File: src/include/csda_pkg.sv
package csda_pkg;
	// Instruction encodings
	localparam logic [6:0]  CSDA_CMP_OPC  = 7'h30;   // 0110 000, then a, f
	localparam logic [15:0] CSDA_ADJUST_WORD = 16'h0007;
	localparam logic [3:0]  CSDA_NIB_MAX  = 4'h9;
	localparam logic [3:0]  CSDA_NIB_ADJ  = 4'h6;
	localparam logic [3:0]  CSDA_ACC_BANK = 4'h0;    // Fixed direct bank
	localparam logic [7:0]  CSDA_ACC_RST  = 8'h00;
	localparam logic [3:0]  CSDA_BANK_SEL_RST = 4'h0;
	localparam logic [1:0]  CSDA_Q1       = 2'h0;
	localparam logic [1:0]  CSDA_Q2       = 2'h1;
	localparam logic [1:0]  CSDA_Q3       = 2'h2;
	localparam logic [1:0]  CSDA_Q4       = 2'h3;
	localparam int          CSDA_SKIP1    = 1;
	localparam int          CSDA_SKIP2    = 2;
	typedef enum logic [1:0] {
		CSDA_EXEC  = 2'b00,
		CSDA_NOP1  = 2'b01,
		CSDA_NOP2  = 2'b10
	} csda_state_e;
endpackage : csda_pkg

File: src/csda_core.sv
// Operation
// RULE1: Compare addressed byte with accumulator, unsigned; neither is changed.
// RULE2: Byte below accumulator discards fetched word, runs a nop; two cycles.
// RULE3: Skipped two-word instruction makes three cycles, extra ones all idle.
// RULE4: Bank bit 0 addresses the fixed direct-access bank.
// RULE5: Bank bit 1 forms address from bank select register and operand.
// RULE6: Low nibble above 9 or nibble carry set: add 6 to low nibble.
// RULE7: High nibble plus nibble carry above 9 or carry: add 6 as well.
// RULE8: Decimal adjust corrects 8-bit packed BCD sum in accumulator.
// RULE9: Compare is 0110 000a plus file byte; adjust is word 0x0007.
// RULE10: Compare keeps flags; adjust writes carry and accumulator in Q4.
`timescale 1ns/1ps
module csda_core
	import csda_pkg::*;
(
	input  wire logic        core_clk,
	input  wire logic        rst_n,
	input  wire logic [15:0] instr_word,
	input  wire logic        next_two_word,
	input  wire logic [3:0]  bank_select_register_wdata,
	input  wire logic        bank_select_register_we,
	input  wire logic [7:0]  acc_load_val,
	input  wire logic        acc_load,
	input  wire logic        carry_in,
	input  wire logic        nibble_carry_in,
	input  wire logic [7:0]  mem_rdata,
	output logic      [11:0] mem_addr,
	output logic             mem_rd,
	output logic      [7:0]  acc,
	output logic             carry_out,
	output logic             carry_we,
	output logic             discard_fetch,
	output logic             instr_done,
	output logic      [1:0]  phase
);
	import csda_pkg::*;

	logic [1:0]  phase_q, phase_d;
	csda_state_e st_q, st_d;
	logic [7:0]  acc_q, acc_d;
	logic [3:0]  bank_select_register_q, bank_select_register_d;
	logic [11:0] addr_q, addr_d;
	logic        rd_q, rd_d, cy_q, cy_d, cwe_q, cwe_d;
	logic        disc_q, disc_d, done_q, done_d, two_q, two_d;
	logic        is_cmp, is_adjust, less;
	logic [3:0]  lo_n, hi_n;
	logic [4:0]  hi_sum, hi_res;
	logic        lo_fix;

	assign is_cmp = instr_word[15:9] == CSDA_CMP_OPC;    // [RULE9]
	assign is_adjust = instr_word == CSDA_ADJUST_WORD;   // [RULE9]
	assign less   = mem_rdata < acc_q;                   // [RULE1] [RULE2]
	assign lo_fix = (acc_q[3:0] > CSDA_NIB_MAX) || nibble_carry_in; // [RULE6]
	assign lo_n   = lo_fix ? acc_q[3:0] + CSDA_NIB_ADJ : acc_q[3:0];
	assign hi_sum = {1'b0, acc_q[7:4]} + {4'h0, nibble_carry_in};
	// [RULE7]
	assign hi_res = (hi_sum > {1'b0, CSDA_NIB_MAX}) || carry_in ?
		hi_sum + {1'b0, CSDA_NIB_ADJ} : hi_sum;
	assign hi_n   = hi_res[3:0];

	always_comb begin
		phase_d = phase_q + 2'h1;
		st_d    = st_q;
		acc_d   = acc_q;
		bank_select_register_d = bank_select_register_we ?
			bank_select_register_wdata : bank_select_register_q;
		addr_d  = addr_q;
		rd_d    = 1'b0;
		cy_d    = cy_q;
		cwe_d   = 1'b0;
		disc_d  = disc_q;
		done_d  = 1'b0;
		two_d   = two_q;
		case (st_q)
			CSDA_EXEC: begin
				if (phase_q == CSDA_Q1 && is_cmp) begin
					// Address ready for the Q2 read
					if (instr_word[8])
						addr_d = {bank_select_register_q,
							instr_word[7:0]};         // [RULE5]
					else
						addr_d = {CSDA_ACC_BANK, instr_word[7:0]}; // [RULE4]
					rd_d = 1'b1;
				end
				if (phase_q == CSDA_Q3 && is_cmp && less) begin
					// Fetched word dropped; flags untouched [RULE10]
					disc_d = 1'b1;                         // [RULE2]
					two_d  = next_two_word;                // [RULE3]
				end
				if (phase_q == CSDA_Q3 && is_adjust) begin
					acc_d = {hi_n, lo_n};                  // [RULE8] [RULE10]
					cy_d  = hi_res[4] | carry_in;
					cwe_d = 1'b1;
				end
				if (phase_q == CSDA_Q4) begin
					if (disc_q)
						st_d = CSDA_NOP1;
					else
						done_d = 1'b1;
				end
			end
			CSDA_NOP1: begin
				if (phase_q == CSDA_Q4) begin
					if (two_q) begin
						st_d = CSDA_NOP2;                  // [RULE3]
					end else begin
						st_d   = CSDA_EXEC;
						disc_d = 1'b0;
						done_d = 1'b1;
					end
				end
			end
			CSDA_NOP2: begin
				if (phase_q == CSDA_Q4) begin
					st_d   = CSDA_EXEC;
					disc_d = 1'b0;
					two_d  = 1'b0;
					done_d = 1'b1;
				end
			end
			default: st_d = CSDA_EXEC;
		endcase
		// Host load only between instructions so it never races the adjust
		if (acc_load && phase_q == CSDA_Q4 && st_q == CSDA_EXEC && !cwe_q)
			acc_d = acc_load_val;
	end

	always_ff @(posedge core_clk) begin
		if (!rst_n) begin
			phase_q <= CSDA_Q1;
			st_q    <= CSDA_EXEC;
			acc_q   <= CSDA_ACC_RST;
			bank_select_register_q <= CSDA_BANK_SEL_RST;
			addr_q  <= 12'h000;
			rd_q    <= 1'b0;
			cy_q    <= 1'b0;
			cwe_q   <= 1'b0;
			disc_q  <= 1'b0;
			done_q  <= 1'b0;
			two_q   <= 1'b0;
		end else begin
			phase_q <= phase_d;
			st_q    <= st_d;
			acc_q   <= acc_d;
			bank_select_register_q <= bank_select_register_d;
			addr_q  <= addr_d;
			rd_q    <= rd_d;
			cy_q    <= cy_d;
			cwe_q   <= cwe_d;
			disc_q  <= disc_d;
			done_q  <= done_d;
			two_q   <= two_d;
		end
	end

	assign mem_addr      = addr_q;
	assign mem_rd        = rd_q;
	assign acc           = acc_q;
	assign carry_out     = cy_q;
	assign carry_we      = cwe_q;
	assign discard_fetch = disc_q;
	assign instr_done    = done_q;
	assign phase         = phase_q;
endmodule : csda_core

File: config.mk
export PLATFORM = sky130hd
export DESIGN_NAME = csda_core
export DESIGN_NICKNAME = d
export VERILOG_FILES = /design/src/include/csda_pkg.sv /design/src/csda_core.sv
export SDC_FILE = /design/constraint.sdc
export NUM_CORES = 1
export LEC_CHECK = 0
export BUFFER_PORTS_ARGS = -buffer_cell sky130_fd_sc_hd__buf_4
export CORE_MARGIN = 2
export CORE_UTILIZATION = 45
export DETAILED_ROUTE_END_ITERATION = 10
export PLACE_DENSITY_LB_ADDON = 0.3
export SETUP_SLACK_MARGIN = 0.05
export SLEW_MARGIN = 20
export SYNTH_ARGS = -nofsm -noshare
export SYNTH_HDL_FRONTEND = slang
export SYNTH_SLANG_ARGS = --single-unit
File: constraint.sdc
create_clock -name core_clk -period 2.1 [get_ports core_clk]
set_input_delay 0.42 -clock core_clk [delete_from_list [all_inputs] [get_ports core_clk]]
set_output_delay 0.42 -clock core_clk [all_outputs]
set_load 0.02 [all_outputs]
==> flow_metrics.py <==
metrics = {
    "sta": {
        "fin_ws_ns": 0.110,
        "finalSetupViolCount": 0,
        "worstMarginPinSlew_ns": 0.311,
        "finalCriticalPeriod_ns": 1.99,
        "slew_headroom": 0.791,
        "rsz0062_at_grt": "false",
        "finalCritPeriodShare": 0.948,
        "hold_viol": 0,
        "final_max_slew_viol_count": 0,
        "fmax_ghz": 0.503,
        "worst_clock_skew_ns": 0.00549,
    },
    "detailed_routing": {
        "vias": 2112,
        "finalWirelength_microns": 5460,
        "antenna_left": 0,
        "drc": 0,
        "drt-initial-drc-count": 103,
        "wl_per_cell_microns": 14.0,
        "viasPerCell": 5.40,
        "drt_pass1_iterations": 4,
    },
    "critical_path": {
        "rrSetupSlack_ns": 0.19,
        "path_buf_inv": 1,
        "path_max_fanout": 3,
        "path_delay_family": "simple AND/OR/NAND/NOR gates",
        "cp.arrival_ns": 2.22,
        "worst-path-stages": 6,
        "path_class": "in -> reg",
        "cp-startpoint": "instr_word[9]",
        "critical-path-slowest-cell": "or4_4",
        "end_kind": "flop",
        "regToRegStartpoint": "acc[7]",
        "critPathMaxStageDelay_ns": 0.54,
        "r2r-end": "two_q",
        "r2r_cells": 7,
        "required_ns": 2.33,
        "cp-start-kind": "primary input",
        "crit_chain": "buf_4, or4_4, or3b_4, a211o_1, or4_1, o21ai_1",
    },
    "clocking": {
        "postCtsHoldBufs": 0,
        "clock_sinks": 34,
        "clk_pin_slew_worst_paths_ns": 0.08,
        "cts_tree": "yes",
        "clockBufferDepth": 2,
        "htreeDepth": 2,
        "cts_inserted_buffers": 5,
        "cts_root_buf": "clkbuf_8",
        "insertion_delay_ns": 0.30,
    },
    "pwr": {
        "p_seq_frac": 0.410,
        "finalPower_mw": 1.63,
        "p_int_mw": 1.26,
        "swShare": 0.229,
        "ir_drop_mv": 0.601,
        "power_switching_uw": 373,
        "pwr-share-comb": 0.139,
        "powerDensity_mw_per_mm2": 546,
        "p_clk_frac": 0.451,
        "p_leak_nw": 1.29,
    },
    "synthesis": {
        "postSynthCellCount": 248,
        "synth_area_sq_mm": 0.00207,
        "synth_cell_types": 49,
        "ys_seq_area_frac": 0.329,
        "synth_ff_type": "dfxtp_1",
        "synth_edf_count": 0,
        "synth_largest_area_cell": "dfxtp_1",
        "yosysTopAreaCellShare": 0.329,
        "ys_ff_latch": 34,
        "yosysWarnings": 0,
        "syn_area_per_cell_sq_um": 8.33,
        "synthesis.nets": 309,
        "yosys-top-cells-area": "dfxtp_1, ha_1, nand2_1",
        "async_reset_ff_frac": 0,
    },
    "die": {
        "die-area_sq_mm": 0.00515,
        "die_y_microns": 71.8,
        "row_count": 24,
        "design.portCount": 70,
        "start_util": 0.471,
        "coreArea_sq_mm": 0.00438,
        "dieWidth_microns": 71.8,
    },
    "layout": {
        "fin_nets": 399,
        "diodes": 0,
        "drive_above_1_share": 0.339,
        "final_cell_mix": "buf_4, dfxtp_1, nand2_1",
        "syn2layout_area_growth_pct": 44.6,
        "layout.cells.most_common": "buf_4",
    },
    "global_route": {
        "antenna_found_initial": 0,
        "grt_max_degree": 40,
        "grt_first_pass_wirelength_microns": 9000,
        "grt_usage": 0.221,
        "grt_pass1_vias": 1938,
        "overflow": 0,
    },
    "flow_run": {
        "drv_cap": 0,
    },
    "place": {
        "numPortBuffers": 69,
        "gp_congestion": 0.899,
        "pre_cts_ws_ns": -0.269,
        "dp_hpwl_microns": 4210,
    },
    "worst_hold_path": {
        "holdPathStages": 2,
        "whs_endpoint": "acc[2]",
        "hold_start": "acc_load_val[2]",
        "hp-class": "in -> reg",
    },
    "status": {
        "status": "finished, final reports clean",
    },
}
registers in the layout, summed over array words and instances (netlist names), 2 cells and up:
name                    cells
mem_addr                   12
acc                         8
bank_select_register_q      4
phase                       2
st_q                        2
through the flow:
step / util / setup TNS, ns / instance area, sq um / instances / hold slack (ns)
after floorplan: - / -0.183 / 2070 / 248 / 0.454
after global placement: 0.635 / -1.50 / 2790 / 382 / 0.450
after detailed placement: 0.635 / -1.67 / 2790 / 382 / 0.457
after CTS: 0.668 / 0 / 2930 / 390 / 0.354
after global routing: 0.681 / 0 / 2990 / 391 / 0.344
final: 0.681 / 0 / 2990 / 391 / 0.357
cell families after synthesis:
| family | after synthesis | share of synthesized area |
|---|---|---|
| compound gates | 67 | 0.214 |
| mux | 9 | 0.0436 |
| flops | 34 | 0.329 |
| simple gates | 88 | 0.236 |
| fa+ha+maj | 18 | 0.109 |
| buf+inv | 29 | 0.0545 |
| xor+xnor | 3 | 0.0127 |
power by group through the flow:
| stage | clock, mW | sequential, mW | combinational [mW] |
|---|---|---|---|
| floorplan | 0 | 0.693 | 0.0890 |
| global placement | 0 | 0.682 | 0.215 |
| detailed placement | 0 | 0.682 | 0.219 |
| CTS | 0.740 | 0.667 | 0.220 |
| global route | 0.775 | 0.669 | 0.248 |
| finish | 0.735 | 0.667 | 0.227 |
worst max-delay path by stage:
stage,endpoint
floorplan,discard_fetch
global placement,discard_fetch
detailed placement,discard_fetch
CTS,two_q
global route,two_q
finish,two_q
synth_stat cells, types with 2 or more instances:
cell      instances
dfxtp_1          34
nand2_1          32
ha_1             18
inv_1            17
o21ai_0          17
a21boi_0         14
a21oi_1          13
nand3_1          12
clkbuf_1          9
mux2i_1           9
nor2_1            8
nor2b_1           8
a211oi_1          4
and2_1            4
nor3_1            3
nor4_1            3
xnor2_1           3
a31oi_1           2
a41o_1            2
nand2b_1          2
nand3b_1          2
nor4bb_1          2
o211ai_1          2
o21a_1            2
or4_1             2
per-layer routing:
layer	vias up	track usage	part of all wire
met5	-	0	0
met4	0	0.0608	0.016
met3	9	0.0675	0.091
met2	91	0.360	0.46
met1	949	0.285	0.43
li1	1063	-	-
worst reg2reg max path: stages, from the launching register on:
cell,delay (ns)
dfxtp_1,0.31
inv_1,0.18
ha_1,0.28
nand3_1,0.11
o221ai_1,0.15
a211o_1,0.33
or4_1,0.40
o21ai_1,0.08
area by class of cell:
class,instances,area [sq um]
flip-flops and latches,34,682
inverters,18,67.6
clock buffers,5,68.8
multi-input cells,185,1330
well taps,52,65.1
fillers,359,1400
repair buffers,94,709
clock inverters,3,68.8
repair_timing:
| item | in CTS | in global routing |
|---|---|---|
| cloned | 0 | 0 |
| gates resized for setup | 1 | 8 |
| pin swaps | 0 | 1 |
| setup endpoints to repair | 1 | 9 |
| setup buffers | 0 | 1 |
Power figures use the tool's default switching activity.
